### config.mk
export PLATFORM = sky130hd
export DESIGN_NAME = ipfe_top
export DESIGN_NICKNAME = d
export VERILOG_FILES = /design/src/inc/ipfe_pkg.sv /design/src/verilog/ipfe_edge_sync.sv /design/src/verilog/ipfe_axil.sv /design/src/verilog/ipfe_top.sv
export SDC_FILE = /design/constraint.sdc
export NUM_CORES = 1
export LEC_CHECK = 0
export BUFFER_PORTS_ARGS = -buffer_cell sky130_fd_sc_hd__buf_2
export CAP_MARGIN = 25
export CORE_ASPECT_RATIO = 1.75
export CORE_MARGIN = 4
export CORE_UTILIZATION = 51
export DETAILED_ROUTE_END_ITERATION = 6
export GPL_TIMING_DRIVEN = 0
export PLACE_DENSITY_LB_ADDON = 0.15
export SYNTH_ARGS = -nofsm -noshare
export SYNTH_HDL_FRONTEND = slang
export SYNTH_SLANG_ARGS = --single-unit
### constraint.sdc
create_clock -name mclk -period 6.35 [get_ports mclk]
set_clock_uncertainty 0.1 [all_clocks]
set_input_delay 0.635 -clock mclk [delete_from_list [all_inputs] [get_ports mclk]]
set_output_delay 0.635 -clock mclk [all_outputs]
set_load 0.05 [all_outputs]
### src/inc/ipfe_pkg.sv
package ipfe_pkg;
	localparam int unsigned EXT_N = 4;
	localparam int unsigned SRC_N = 5;
	localparam int unsigned SEL_W = 5;
	localparam int unsigned AW = 8;
	localparam logic [AW-1:0] OFS_POLARITY = 8'h00;
	localparam logic [AW-1:0] OFS_SELECT = 8'h04;
	localparam logic [AW-1:0] OFS_STATUS = 8'h08;
	localparam logic [AW-1:0] OFS_CLEAR = 8'h0C;
	localparam logic [AW-1:0] OFS_ENABLE = 8'h10;
	localparam logic [AW-1:0] OFS_PENDING = 8'h14;
	localparam logic [AW-1:0] OFS_LAST = 8'h18;
	localparam logic [3:0] POL_RST = 4'hF;
	localparam logic [19:0] SELECT_RST = 20'h398A4;
	localparam logic [SEL_W-1:0] SEL_EXT_BASE = 5'h04;
	localparam logic [4:0] ENABLE_RST = 5'h00;
	localparam logic [3:0] NUM_NMI = 4'h1;
	localparam logic [3:0] NUM_EXT_BASE = 4'h4;
	localparam logic [1:0] SYNC_FULL = 2'h3;
	localparam logic [1:0] RESP_OKAY = 2'h0;
	localparam logic [1:0] RESP_SLVERR = 2'h2;

	typedef struct packed {
		logic [1:0] fill;
		logic s1;
		logic s2;
		logic s3;
	} ipfe_sync_t;

	typedef struct packed {
		logic aw_held;
		logic w_held;
		logic [AW-1:0] waddr;
		logic [31:0] wdata;
		logic [3:0] wstrb;
		logic bvalid;
		logic [1:0] bresp;
		logic rd_busy;
		logic [AW-1:0] raddr;
		logic rvalid;
		logic [31:0] rdata;
		logic [1:0] rresp;
	} ipfe_axil_t;

	typedef struct packed {
		logic [3:0] pol;
		logic [19:0] sel;
		logic [4:0] status;
		logic [4:0] enable;
		logic nmi_pend;
		logic [3:0] slot_pend;
		logic ack;
		logic [3:0] num;
	} ipfe_core_t;

	function automatic logic ipfe_known(input logic [AW-1:0] a);
		return a == OFS_POLARITY || a == OFS_SELECT || a == OFS_STATUS ||
			a == OFS_CLEAR || a == OFS_ENABLE || a == OFS_PENDING ||
			a == OFS_LAST;
	endfunction

	function automatic logic [31:0] ipfe_merge(input logic [31:0] old,
		input logic [31:0] nw, input logic [3:0] strb);
		logic [31:0] r;
		r = old;
		for (int b = 0; b < 4; b++) begin
			if (strb[b]) begin
				r[b*8 +: 8] = nw[b*8 +: 8];
			end
		end
		return r;
	endfunction
endpackage

### src/verilog/ipfe_edge_sync.sv
module ipfe_edge_sync
	import ipfe_pkg::*;
(
	input wire logic mclk,
	input wire logic rst_b,
	input wire logic pin,
	input wire logic rise_sel,
	output logic evt
);
	ipfe_sync_t st_q, st_d;

	always_comb begin
		st_d = st_q;
		st_d.s1 = pin;
		st_d.s2 = st_q.s1;
		st_d.s3 = st_q.s2;
		if (st_q.fill != SYNC_FULL) begin
			st_d.fill = st_q.fill + 2'h1;
		end
	end

	always_ff @(posedge mclk) begin
		if (!rst_b) begin
			st_q <= '0;
		end else begin
			st_q <= st_d;
		end
	end

	// blind until the chain holds real pin history, so a pin already
	// active at reset is not taken for an edge
	assign evt = (st_q.fill == SYNC_FULL) && (rise_sel ?
		(st_q.s2 && !st_q.s3) : (!st_q.s2 && st_q.s3));
endmodule // ipfe_edge_sync

### src/verilog/ipfe_axil.sv
module ipfe_axil
	import ipfe_pkg::*;
(
	input wire logic mclk,
	input wire logic rst_b,
	input wire logic [AW-1:0] s_axi_awaddr,
	input wire logic s_axi_awvalid,
	output logic s_axi_awready,
	input wire logic [31:0] s_axi_wdata,
	input wire logic [3:0] s_axi_wstrb,
	input wire logic s_axi_wvalid,
	output logic s_axi_wready,
	output logic [1:0] s_axi_bresp,
	output logic s_axi_bvalid,
	input wire logic s_axi_bready,
	input wire logic [AW-1:0] s_axi_araddr,
	input wire logic s_axi_arvalid,
	output logic s_axi_arready,
	output logic [31:0] s_axi_rdata,
	output logic [1:0] s_axi_rresp,
	output logic s_axi_rvalid,
	input wire logic s_axi_rready,
	output logic wr_fire,
	output logic [AW-1:0] wr_addr,
	output logic [31:0] wr_data,
	output logic [3:0] wr_strb,
	output logic [AW-1:0] rd_addr,
	input wire logic [31:0] rd_data
);
	ipfe_axil_t st_q, st_d;

	assign s_axi_awready = !st_q.aw_held && !st_q.bvalid;
	assign s_axi_wready = !st_q.w_held && !st_q.bvalid;
	assign s_axi_arready = !st_q.rd_busy && !st_q.rvalid;
	assign wr_fire = st_q.aw_held && st_q.w_held && !st_q.bvalid;

	always_comb begin
		st_d = st_q;
		if (s_axi_awvalid && s_axi_awready) begin
			st_d.aw_held = 1'b1;
			st_d.waddr = s_axi_awaddr;
		end
		if (s_axi_wvalid && s_axi_wready) begin
			st_d.w_held = 1'b1;
			st_d.wdata = s_axi_wdata;
			st_d.wstrb = s_axi_wstrb;
		end
		if (wr_fire) begin
			st_d.aw_held = 1'b0;
			st_d.w_held = 1'b0;
			st_d.bvalid = 1'b1;
			st_d.bresp = ipfe_known(st_q.waddr) ? RESP_OKAY : RESP_SLVERR;
		end else if (st_q.bvalid && s_axi_bready) begin
			st_d.bvalid = 1'b0;
		end
		if (s_axi_arvalid && s_axi_arready) begin
			st_d.rd_busy = 1'b1;
			st_d.raddr = s_axi_araddr;
		end
		if (st_q.rd_busy) begin
			st_d.rd_busy = 1'b0;
			st_d.rvalid = 1'b1;
			st_d.rdata = rd_data;
			st_d.rresp = ipfe_known(st_q.raddr) ? RESP_OKAY : RESP_SLVERR;
		end else if (st_q.rvalid && s_axi_rready) begin
			st_d.rvalid = 1'b0;
		end
	end

	always_ff @(posedge mclk) begin
		if (!rst_b) begin
			st_q <= '0;
		end else begin
			st_q <= st_d;
		end
	end

	assign s_axi_bresp = st_q.bresp;
	assign s_axi_bvalid = st_q.bvalid;
	assign s_axi_rdata = st_q.rdata;
	assign s_axi_rresp = st_q.rresp;
	assign s_axi_rvalid = st_q.rvalid;
	assign wr_addr = st_q.waddr;
	assign wr_data = st_q.wdata;
	assign wr_strb = st_q.wstrb;
	assign rd_addr = st_q.raddr;
endmodule // ipfe_axil

### src/verilog/ipfe_top.sv
// Function
// RULE_01 - The nonmaskable input raises a request only on a low-to-high edge.
// RULE_02 - Each external pin is edge-detected with its own polarity bit.
// RULE_03 - The acknowledge pulses whenever the core services any interrupt.
// RULE_04 - A four-bit number names the serviced interrupt during acknowledge.
// RULE_05 - The number follows the service slot order, one number per slot.
// RULE_06 - Outside logic samples the number only while acknowledge is high.
// RULE_07 - After reset the four pins route to slots four to seven by default.
// RULE_08 - Inputs are synchronised and an event stays pending until serviced.
//
// Chosen here: the AXI4-Lite interface to the registers and the address map.
module ipfe_top
	import ipfe_pkg::*;
(
	input wire logic mclk,
	input wire logic rst_b,
	input wire logic nmi_pin,
	input wire logic ext_irq_pin_a,
	input wire logic ext_irq_pin_b,
	input wire logic ext_irq_pin_c,
	input wire logic ext_irq_pin_d,
	input wire logic core_svc_valid,
	input wire logic [3:0] core_svc_num,
	output logic core_nmi_req,
	output logic [3:0] core_ext_req,
	output logic irq_ack_strobe,
	output logic [3:0] serviced_irq_number,
	output logic irq,
	input wire logic [AW-1:0] s_axi_awaddr,
	input wire logic s_axi_awvalid,
	output logic s_axi_awready,
	input wire logic [31:0] s_axi_wdata,
	input wire logic [3:0] s_axi_wstrb,
	input wire logic s_axi_wvalid,
	output logic s_axi_wready,
	output logic [1:0] s_axi_bresp,
	output logic s_axi_bvalid,
	input wire logic s_axi_bready,
	input wire logic [AW-1:0] s_axi_araddr,
	input wire logic s_axi_arvalid,
	output logic s_axi_arready,
	output logic [31:0] s_axi_rdata,
	output logic [1:0] s_axi_rresp,
	output logic s_axi_rvalid,
	input wire logic s_axi_rready
);
	ipfe_core_t st_q, st_d;
	logic [SRC_N-1:0] src_pin;
	logic [SRC_N-1:0] src_rise;
	logic [SRC_N-1:0] src_evt;
	logic nmi_evt;
	logic [EXT_N-1:0] ext_evt;
	logic [EXT_N-1:0] slot_set;
	logic [EXT_N-1:0] slot_clr;
	logic wr_fire;
	logic [AW-1:0] wr_addr;
	logic [31:0] wr_data;
	logic [3:0] wr_strb;
	logic [AW-1:0] rd_addr;
	logic [31:0] rd_data;
	logic [31:0] ext_irq_polarity_field;
	logic [31:0] sel_word;
	logic [31:0] en_word;
	logic [31:0] pol_merged;
	logic [31:0] sel_merged;
	logic [31:0] clr_merged;
	logic [31:0] en_merged;

	assign src_pin = {ext_irq_pin_d, ext_irq_pin_c, ext_irq_pin_b,
		ext_irq_pin_a, nmi_pin};
	// the nonmaskable source has no polarity choice: rising only
	assign src_rise = {st_q.pol, 1'b1}; // RULE_01

	genvar g;
	generate
		for (g = 0; g < SRC_N; g++) begin : gen_src
			ipfe_edge_sync u_edge (
				.mclk(mclk),
				.rst_b(rst_b),
				.pin(src_pin[g]),
				.rise_sel(src_rise[g]),
				.evt(src_evt[g])
			); // RULE_02 RULE_08
		end
	endgenerate

	assign nmi_evt = src_evt[0];
	assign ext_evt = src_evt[SRC_N-1:1];

	ipfe_axil u_bus (
		.mclk(mclk),
		.rst_b(rst_b),
		.s_axi_awaddr(s_axi_awaddr),
		.s_axi_awvalid(s_axi_awvalid),
		.s_axi_awready(s_axi_awready),
		.s_axi_wdata(s_axi_wdata),
		.s_axi_wstrb(s_axi_wstrb),
		.s_axi_wvalid(s_axi_wvalid),
		.s_axi_wready(s_axi_wready),
		.s_axi_bresp(s_axi_bresp),
		.s_axi_bvalid(s_axi_bvalid),
		.s_axi_bready(s_axi_bready),
		.s_axi_araddr(s_axi_araddr),
		.s_axi_arvalid(s_axi_arvalid),
		.s_axi_arready(s_axi_arready),
		.s_axi_rdata(s_axi_rdata),
		.s_axi_rresp(s_axi_rresp),
		.s_axi_rvalid(s_axi_rvalid),
		.s_axi_rready(s_axi_rready),
		.wr_fire(wr_fire),
		.wr_addr(wr_addr),
		.wr_data(wr_data),
		.wr_strb(wr_strb),
		.rd_addr(rd_addr),
		.rd_data(rd_data)
	);

	assign ext_irq_polarity_field = {28'h0000000, st_q.pol};
	assign sel_word = {12'h000, st_q.sel};
	assign en_word = {27'h0000000, st_q.enable};

	// byte lanes act on the full word; the field is cut out afterwards
	assign pol_merged = ipfe_merge(ext_irq_polarity_field, wr_data, wr_strb);
	assign sel_merged = ipfe_merge(sel_word, wr_data, wr_strb);
	assign clr_merged = ipfe_merge(32'h00000000, wr_data, wr_strb);
	assign en_merged = ipfe_merge(en_word, wr_data, wr_strb);

	// a slot takes the event of whichever pin its selector code names;
	// codes outside the pin range belong to sources elsewhere in the chip
	always_comb begin
		slot_set = '0;
		slot_clr = '0;
		for (int k = 0; k < EXT_N; k++) begin
			for (int j = 0; j < EXT_N; j++) begin
				if (st_q.sel[k*SEL_W +: SEL_W] == SEL_EXT_BASE + SEL_W'(j) &&
					ext_evt[j]) begin
					slot_set[k] = 1'b1; // RULE_07
				end
			end
			slot_clr[k] = core_svc_valid &&
				core_svc_num == NUM_EXT_BASE + 4'(k); // RULE_05
		end
	end

	always_comb begin
		if (rd_addr == OFS_POLARITY) begin
			rd_data = ext_irq_polarity_field;
		end else if (rd_addr == OFS_SELECT) begin
			rd_data = sel_word;
		end else if (rd_addr == OFS_STATUS) begin
			rd_data = {27'h0000000, st_q.status};
		end else if (rd_addr == OFS_ENABLE) begin
			rd_data = en_word;
		end else if (rd_addr == OFS_PENDING) begin
			rd_data = {27'h0000000, st_q.slot_pend, st_q.nmi_pend};
		end else if (rd_addr == OFS_LAST) begin
			rd_data = {28'h0000000, st_q.num};
		end else begin
			rd_data = 32'h00000000;
		end
	end

	always_comb begin
		st_d = st_q;
		if (wr_fire) begin
			if (wr_addr == OFS_POLARITY) begin
				st_d.pol = pol_merged[3:0];
			end else if (wr_addr == OFS_SELECT) begin
				st_d.sel = sel_merged[19:0];
			end else if (wr_addr == OFS_CLEAR) begin
				st_d.status = st_q.status & ~clr_merged[4:0];
			end else if (wr_addr == OFS_ENABLE) begin
				st_d.enable = en_merged[4:0];
			end
		end
		// set after clear, so an edge in the clearing cycle survives
		st_d.status = st_d.status | src_evt;
		// pending hold: the service clear loses to a fresh edge
		if (core_svc_valid && core_svc_num == NUM_NMI) begin
			st_d.nmi_pend = 1'b0; // RULE_08
		end
		if (nmi_evt) begin
			st_d.nmi_pend = 1'b1; // RULE_01 RULE_08
		end
		st_d.slot_pend = (st_q.slot_pend & ~slot_clr) | slot_set; // RULE_08
		// every serviced slot is acknowledged, also those fed elsewhere
		st_d.ack = core_svc_valid; // RULE_03
		if (core_svc_valid) begin
			st_d.num = core_svc_num; // RULE_04 RULE_05
		end
	end

	always_ff @(posedge mclk) begin
		if (!rst_b) begin
			st_q.pol <= POL_RST;
			st_q.sel <= SELECT_RST; // RULE_07
			st_q.status <= 5'h00;
			st_q.enable <= ENABLE_RST;
			st_q.nmi_pend <= 1'b0;
			st_q.slot_pend <= 4'h0;
			st_q.ack <= 1'b0;
			st_q.num <= 4'h0;
		end else begin
			st_q <= st_d;
		end
	end

	assign core_nmi_req = st_q.nmi_pend;
	assign core_ext_req = st_q.slot_pend;
	assign irq_ack_strobe = st_q.ack; // RULE_03
	// the number is held after the pulse, but only meaningful during it
	assign serviced_irq_number = st_q.num; // RULE_04 RULE_06
	assign irq = |(st_q.status & st_q.enable);

	a_nmi_rise_only: assert property (@(posedge mclk) disable iff (!rst_b)
		nmi_evt |-> $past(nmi_pin, 2) && !$past(nmi_pin, 3)) // RULE_01
		else $error("nmi event without a rising edge");

	generate
		for (g = 0; g < EXT_N; g++) begin : gen_chk
			a_ext_edge_pol: assert property (@(posedge mclk)
				disable iff (!rst_b)
				ext_evt[g] |-> (st_q.pol[g] ?
				($past(src_pin[g+1], 2) && !$past(src_pin[g+1], 3)) :
				(!$past(src_pin[g+1], 2) && $past(src_pin[g+1], 3))))
				// RULE_02
				else $error("external event against polarity");

			a_slot_svc_clear: assert property (@(posedge mclk)
				disable iff (!rst_b)
				core_svc_valid && core_svc_num == NUM_EXT_BASE + 4'(g) &&
				!slot_set[g] |=> !core_ext_req[g]) // RULE_05
				else $error("serviced slot still pending");

			a_ext_pend_set: assert property ( // RULE_08
				@(posedge mclk) disable iff (!rst_b)
				slot_set[g] |=> core_ext_req[g])
				else $error("slot event not held pending");

			a_ext_pend_hold: assert property ( // RULE_08
				@(posedge mclk) disable iff (!rst_b)
				core_ext_req[g] && !slot_clr[g] |=> core_ext_req[g])
				else $error("slot pending dropped without service");

			a_ext_no_spurious: assert property ( // RULE_08
				@(posedge mclk) disable iff (!rst_b)
				!slot_set[g] && !core_ext_req[g] |=> !core_ext_req[g])
				else $error("slot pending without an event");
		end
	endgenerate

	a_ack_follows_svc: assert property (@(posedge mclk) disable iff (!rst_b)
		core_svc_valid |=> irq_ack_strobe ##1
		(irq_ack_strobe == $past(core_svc_valid))) // RULE_03
		else $error("acknowledge missing after service");

	a_num_during_ack: assert property (@(posedge mclk) disable iff (!rst_b)
		irq_ack_strobe |-> serviced_irq_number == $past(core_svc_num)
		&& $past(core_svc_valid)) // RULE_04
		else $error("wrong number during acknowledge");

	a_sel_default: assert property (@(posedge mclk) disable iff (!rst_b)
		$rose(rst_b) |-> st_q.sel == SELECT_RST) // RULE_07
		else $error("selector not at default after reset");

	a_default_route: assert property (@(posedge mclk) disable iff (!rst_b)
		ext_evt[0] && st_q.sel == SELECT_RST |=> core_ext_req[0]) // RULE_07
		else $error("pin a not routed to slot four");

	a_pend_hold: assert property (@(posedge mclk) disable iff (!rst_b)
		core_nmi_req && !(core_svc_valid && core_svc_num == NUM_NMI)
		|=> core_nmi_req [*1]) // RULE_08
		else $error("nmi pending dropped without service");

	a_nmi_pend_set: assert property (@(posedge mclk) disable iff (!rst_b)
		nmi_evt |=> core_nmi_req && st_q.status[0]) // RULE_08
		else $error("nmi event not held");

	a_irq_level: assert property (@(posedge mclk) disable iff (!rst_b)
		(st_q.status & st_q.enable) != 5'h00 |-> irq)
		else $error("enabled status without interrupt");

	a_irq_low: assert property (
		@(posedge mclk) disable iff (!rst_b)
		(st_q.status & st_q.enable) == 5'h00 |-> !irq)
		else $error("interrupt without an enabled status");

	a_ack_only_svc: assert property ( // RULE_03
		@(posedge mclk) disable iff (!rst_b)
		irq_ack_strobe |-> $past(core_svc_valid))
		else $error("acknowledge without a service");

	a_num_held: assert property ( // RULE_04
		@(posedge mclk) disable iff (!rst_b)
		!core_svc_valid |=> $stable(serviced_irq_number))
		else $error("number changed without a service");

	a_nmi_no_spurious: assert property ( // RULE_01
		@(posedge mclk) disable iff (!rst_b)
		!nmi_evt && !core_nmi_req |=> !core_nmi_req)
		else $error("nmi pending without an edge");

	a_nmi_svc_clear: assert property ( // RULE_08
		@(posedge mclk) disable iff (!rst_b)
		core_svc_valid && core_svc_num == NUM_NMI && !nmi_evt
		|=> !core_nmi_req)
		else $error("serviced nmi still pending");

	a_status_sticky: assert property ( // RULE_08
		@(posedge mclk) disable iff (!rst_b)
		!(wr_fire && wr_addr == OFS_CLEAR) |=>
		(st_q.status & $past(st_q.status)) == $past(st_q.status))
		else $error("status bit lost without a clear");

	a_blind_start: assert property ( // RULE_08
		@(posedge mclk) disable iff (!rst_b)
		$rose(rst_b) |-> src_evt == 5'h00 ##1 src_evt == 5'h00)
		else $error("event seen before pin history filled");
endmodule // ipfe_top

# Yosys cells after proc, flatten, opt, wreduce, memory -nomap -nowiden
# Index checks and enable logic that the tools add are counted.
[classes]
n_reduce_logical = 84
n_eq_ne = 43
muxes = 42
n_addsub = 5
n_bitwise = 11
[ops]
columns = ["cell", "count"]
rows = [
  ["== test 5 x 3 -> 1 bit (second input constant)", 16],
  ["== test 8 x 5 -> 1 bit (second input constant)", 6],
  ["logical AND 1 bit", 45],
  ["2-to-1 mux 20 bit", 2],
  ["2-to-1 mux 5 bit", 8],
  ["== test 8 x 4 -> 1 bit (second input constant)", 4],
  ["2-to-1 mux 10 bit", 3],
  ["2-to-1 mux 1 bit", 26],
  ["== test 4 x 3 -> 1 bit (second input constant)", 4],
  ["== test 8 x 3 -> 1 bit (second input constant)", 2],
  ["logical NOT 8 bit", 2],
  ["logical NOT 1 bit", 14],
  ["logical OR 1 bit", 12],
  ["AND reduction 4 bit", 3],
  ["adder 2 x 1 -> 2 bit (second input constant)", 5],
  ["AND 5 bit", 2],
  ["== test 2 bit (second input constant)", 5],
  ["!= test 2 bit (second input constant)", 5],
  ["AND reduction 6 bit", 1],
  ["nonzero test 2 bit", 3],
  ["inverter 5 bit", 1],
  ["OR 5 bit", 1],
  ["OR reduction 5 bit", 1],
  ["AND 4 bit", 1],
  ["8 further kinds", 13],
]
[word_totals]
elab_cells = 227
out_inout_bits = 52
ff_bits = 149
input_bits = 69

# Depth between registers and ports, before layout
[logic_depth]
word_depth = 10
depth_mapped = 6
ltp_nobuf = 5

# Hierarchy
# Synthesis repeated with hierarchy kept, for this count alone.
[hier_totals]
cells_unflattened = 776
hier_area_um2 = 7489.7
[by_module_without_submodules]
columns = ["module", "cells_each", "area_each_um2", "n_inst"]
rows = [
  ["ipfe_axil", 436, 4139.0, 1],
  ["ipfe_top", 260, 2418.6, 1],
  ["ipfe_edge_sync", 16, 186.4, 5],
]

# Worst setup path after synthesis
# Ideal clock, no wire load.
[synth_timing]
kind = "register to register"
start = "register u_bus.st_q, in the netlist u_bus.s_axi_bvalid"
end = "register u_bus.st_q, in the netlist u_bus.wr_data[14]"
path_stages_with_launch = 7
period_less_slack_ps = 2316
arrival_time_ps = 2141
path_buffers = 2
setup_slack_ps = 4034
cell_sequence = "dfxtp_1 > nor2_1 > and2_1 > clkbuf_1 > clkbuf_1 > nand2_1 > a21boi_0"
[synth_between]
elab_chain_cells = 3
[synth_rtl]
columns = ["element", "line_no", "rtl"]
rows = [
  ["start: declaration", "ipfe_axil.sv:30", "ipfe_axil_t st_q, st_d;"],
  ["start signal: assignment", "ipfe_axil.sv:74", "st_q <= st_d;"],
  ["logical NOT 1 bit", "ipfe_axil.sv:33", "assign s_axi_wready = !st_q.w_held && !st_q.bvalid;"],
  ["logical AND 1 bit", "ipfe_axil.sv:33", ""],
  ["named net s_axi_wready", "ipfe_top.sv:35", "output logic s_axi_wready,"],
  ["logical AND 1 bit", "ipfe_axil.sv:43", "if (s_axi_wvalid && s_axi_wready) begin"],
]
# The timed path passes the listed nets, and every way through them passes these cells.
# A chain may end at the register's enable or synchronous reset.

# Worst setup path after layout
[layout_timing]
start = "register u_bus.st_q, in the netlist u_bus.wr_addr[1]"
end = "register st_q[16] in the netlist's numbering"
[layout_between]
elab_chain_cells = 6
elab_cells_between_ends = 8
cone_classes = "2 x eq/ne; 4 x mux; 1 x bitwise; 1 x reduce/logical"
[layout_rtl]
columns = ["element", "line_no", "rtl"]
rows = [
  ["== test 8 x 4 -> 1 bit", "ipfe_top.sv:170", "end else if (wr_addr == OFS_CLEAR) begin"],
  ["2-to-1 mux 5 bit", "ipfe_top.sv:170", ""],
  ["2-to-1 mux 10 bit", "ipfe_top.sv:168", "end else if (wr_addr == OFS_SELECT) begin"],
  ["2-to-1 mux 10 bit *", "ipfe_top.sv:166", "if (wr_addr == OFS_POLARITY) begin"],
  ["2-to-1 mux 10 bit *", "ipfe_top.sv:165", "if (wr_fire) begin"],
  ["OR 5 bit *", "ipfe_top.sv:177", "st_d.status = st_d.status | src_evt;"],
  ["end signal: assignment", "ipfe_top.sv:204", "st_q <= st_d;"],
  ["end: declaration", "ipfe_top.sv:47", "ipfe_core_t st_q, st_d;"],
]
# Mark *: on every way between the ends. The rest lies on a longest branch, timed or not.

==> impl_metrics.toml <==
[worst_setup_path]
r2r.worst_path.cells = 5
path_class = "flip-flop to flip-flop"
r2r-start = "u_bus.wr_addr[1]"
critPathArrivalTime_ns = 2.66
cpMaxStageDelayCell = "nor4_1"
cp_data_required_time_ns = 6.56
critPathMaxStageDelay_ns = 0.83
r2r_end = "st_q[16]"
cp_cell_sequence = "or4_4, buf_6, nor4_1, a21boi_0, o21a_1"
rrSetupSlack_ns = 3.90
critPathLaunchType = "flip-flop"
endpoint_kind = "flip-flop"
path_max_fanout = 6

[yosys]
synthArstFlopShare = 0
ys_top_cells_by_count = "dfxtp_1 (135), nand2_1 (114), nor2b_1 (49)"
synth_edf_count = 0
synth_cell_types = 52
synth_flop_cell = "dfxtp_1"
synthesis.area_um2 = 5980
syn_area_per_cell_um2 = 9.37
yosysTopAreaCell = "dfxtp_1"
yosysTopAreaCellShare = 0.452
ys_seq_area_frac = 0.452
yosysMostFrequentCell = "dfxtp_1"
yosysWarnings = 0
synth_area_leaders = "dfxtp_1 (45%), nand2_1 (7.2%), mux2i_1 (6.5%)"
ys_seq_elements = 135
synth_cells = 638

[detailed_routing]
routed_via_density = 5.30
wl_per_cell_um = 16.6
drt-initial-drc-count = 248
wl_mm = 15.1
ant_nets = 0
num_vias = 4820
dr.pass1.iters = 5
drc = 0

[clocking]
cts_resized = 0
root_buffer = "clkbuf_16"
numCtsBuffers = 17
clock_latency_ns = 0.42
cts.clk_slew.worst_paths_ns = 0.06
clock-sinks = 135
post_cts_buffers = 0
cts_tree = "done"
clockBufferDepth = 2
hold_buffers = 0
htreeDepth = 4

[power_and_ir_drop]
p_sw_uw = 546
comb_power_share = 0.126
p_int_mw = 1.59
power_mw = 2.14
pwr-share-seq = 0.432
peakVddDrop_mv = 0.216
powerDensity_nw_per_um2 = 296
pwr-share-clk = 0.442
netSwitchingFraction = 0.255
total_leakage_power_nw = 2.93

[sta]
grt_setup_unrepaired = "no"
tightest_slew_ns = 1.01
timing.hold.ws_ns = 0.321
period_share = 0.386
slew_headroom = 0.320
setup_viol = 0
fin_setup_tns_ns = 0
final_hold_viol_count = 0
slew_viol_final = 0
finalWorstSetupSlack_ns = 3.90
max_freq_mhz = 408
finalCriticalPeriod_ns = 2.45

[die]
pin_count = 121
start_util = 0.519
die_w_um = 89.8
die_area_um2 = 13600
core_um2 = 11500
die_y_um = 151
num_rows = 52

[placed_design]
hpwl_mm = 11.4
dpl_cell_area_um2 = 6660
dp.cells = 878
place_ws_ns = 3.93
port_buffers = 92
routabilityCongestion = 0.908

[layout]
post-route-util = 0.627
n_fill_cell = 1051
syn_to_final_growth_pct = 20.8
fin_cells = 909
finalInstanceArea_um2 = 7220
drive_gt1_frac = 0.233
layout.nets = 836
antenna_cells = 0

[worst_hold_path]
hp-start = "ext_irq_pin_d"
min_path_cells = 2
worstHoldPathType = "primary input to flip-flop"
holdPathEnd = "gen_src[4].u_edge.st_d[1]"

[global_routing]
track_usage = 0.225
gr-total-overflow = 0
antenna_found_initial = 0
grt_pass1_wl_mm = 23.6
grt_max_degree = 17
grt_pass1_vias = 4723

[job]
timing.max_cap.violations = 0

[outcome]
status = "completed"
==> worst max-delay path, delay by kind of cell (launching register included) <==
family	cells	cell delay (ns)
flip-flops	1	0.31
AND/OR/NAND/NOR	2	1.35
AO/OA/AOI/OAI	2	0.43
buffers and inverters	1	0.15
==> placed cells by master (no fill, tap or decap), drive strengths merged, types with 11 or more instances in the layout <==
| cell type | instances |
|---|---|
| buf | 140 |
| dfxtp | 135 |
| nand2 | 114 |
| clkbuf | 54 |
| nor2b | 49 |
| a21boi | 44 |
| mux2i | 39 |
| and2 | 25 |
| a22oi | 20 |
| nor2 | 14 |
| conb | 14 |
| o21ai | 11 |
==> how the worst max path moves through the flow <==
stage,startpoint,to,slack [ns],depth (start not counted)
5_1_grt,u_bus.wr_addr[1],st_q[16],3.74,5
6_report,u_bus.wr_addr[1],st_q[16],3.90,5
2_1_floorplan,u_bus.s_axi_bvalid,u_bus.wr_data[14],4.03,6
3_5_place_dp,u_bus.wr_addr[1],st_q[18],3.93,5
3_3_place_gp,u_bus.wr_addr[1],st_q[18],3.91,5
4_1_cts,u_bus.wr_addr[1],st_q[16],3.90,5
==> final cells by class <==
class	count	area [µm²]	share of cell area
inverter	8	30.0	0.00416
tap	135	169	0.0234
buffer	79	472	0.0653
clock buffer	23	468	0.0648
sequential	135	2700	0.374
multi-input combinational	429	2820	0.391
timing repair buffer	92	460	0.0637
clock inverter	8	98.8	0.0137
==> sequential cells by signal (all words and copies together) (netlist names) <==
register                cells
u_bus.st_q                  3
u_bus.s_axi_bvalid          1
core_ext_req                4
en_word                     5
u_bus.s_axi_bresp           1
u_bus.wr_addr               8
u_bus.wr_strb               3
u_bus.wr_data              20
gen_src.u_edge.st_q        15
core_nmi_req                1
gen_src.u_edge.st_d        10
u_bus.s_axi_rresp           1
sel_word                   20
ext_irq_polarity_field      4
st_q                        5
u_bus.s_axi_rdata          20
u_bus.rd_addr               8
serviced_irq_number         4
u_bus.s_axi_rvalid          1
irq_ack_strobe              1
==> power groups by stage <==
stage / combinational [mW] / sequential [mW] / clock [mW]
floorplan: 0.200 / 0.934 / 0
global placement: 0.261 / 0.938 / 0
detailed placement: 0.270 / 0.941 / 0
CTS: 0.271 / 0.923 / 0.958
global route: 0.295 / 0.928 / 1.01
finish: 0.270 / 0.923 / 0.945
==> routing by layer <==
metal | GRT usage | routed length (µm) | vias up
li1 | - | - | 2387
met1 | 0.224 | 5760 | 2271
met2 | 0.432 | 8200 | 128
met3 | 0.0626 | 649 | 34
met4 | 0.101 | 456 | 0
met5 | 0 | 0 | -
==> cell families (layout without fill, tap and decap cells) <==
kind of cell | count (synthesis) | count (layout) | share of synthesized area
adders and majority gates | 5 | 5 | 0.0105
other | 1 | 14 | 0.000627
xor gates and xnor gates | 5 | 5 | 0.00732
muxes | 42 | 42 | 0.0766
and+or+nand+nor | 253 | 253 | 0.238
buffers and inverters | 87 | 210 | 0.0839
AOI/OAI and AO/OA | 110 | 110 | 0.131
DFF | 135 | 135 | 0.452
Power figures use the tool's default switching activity.
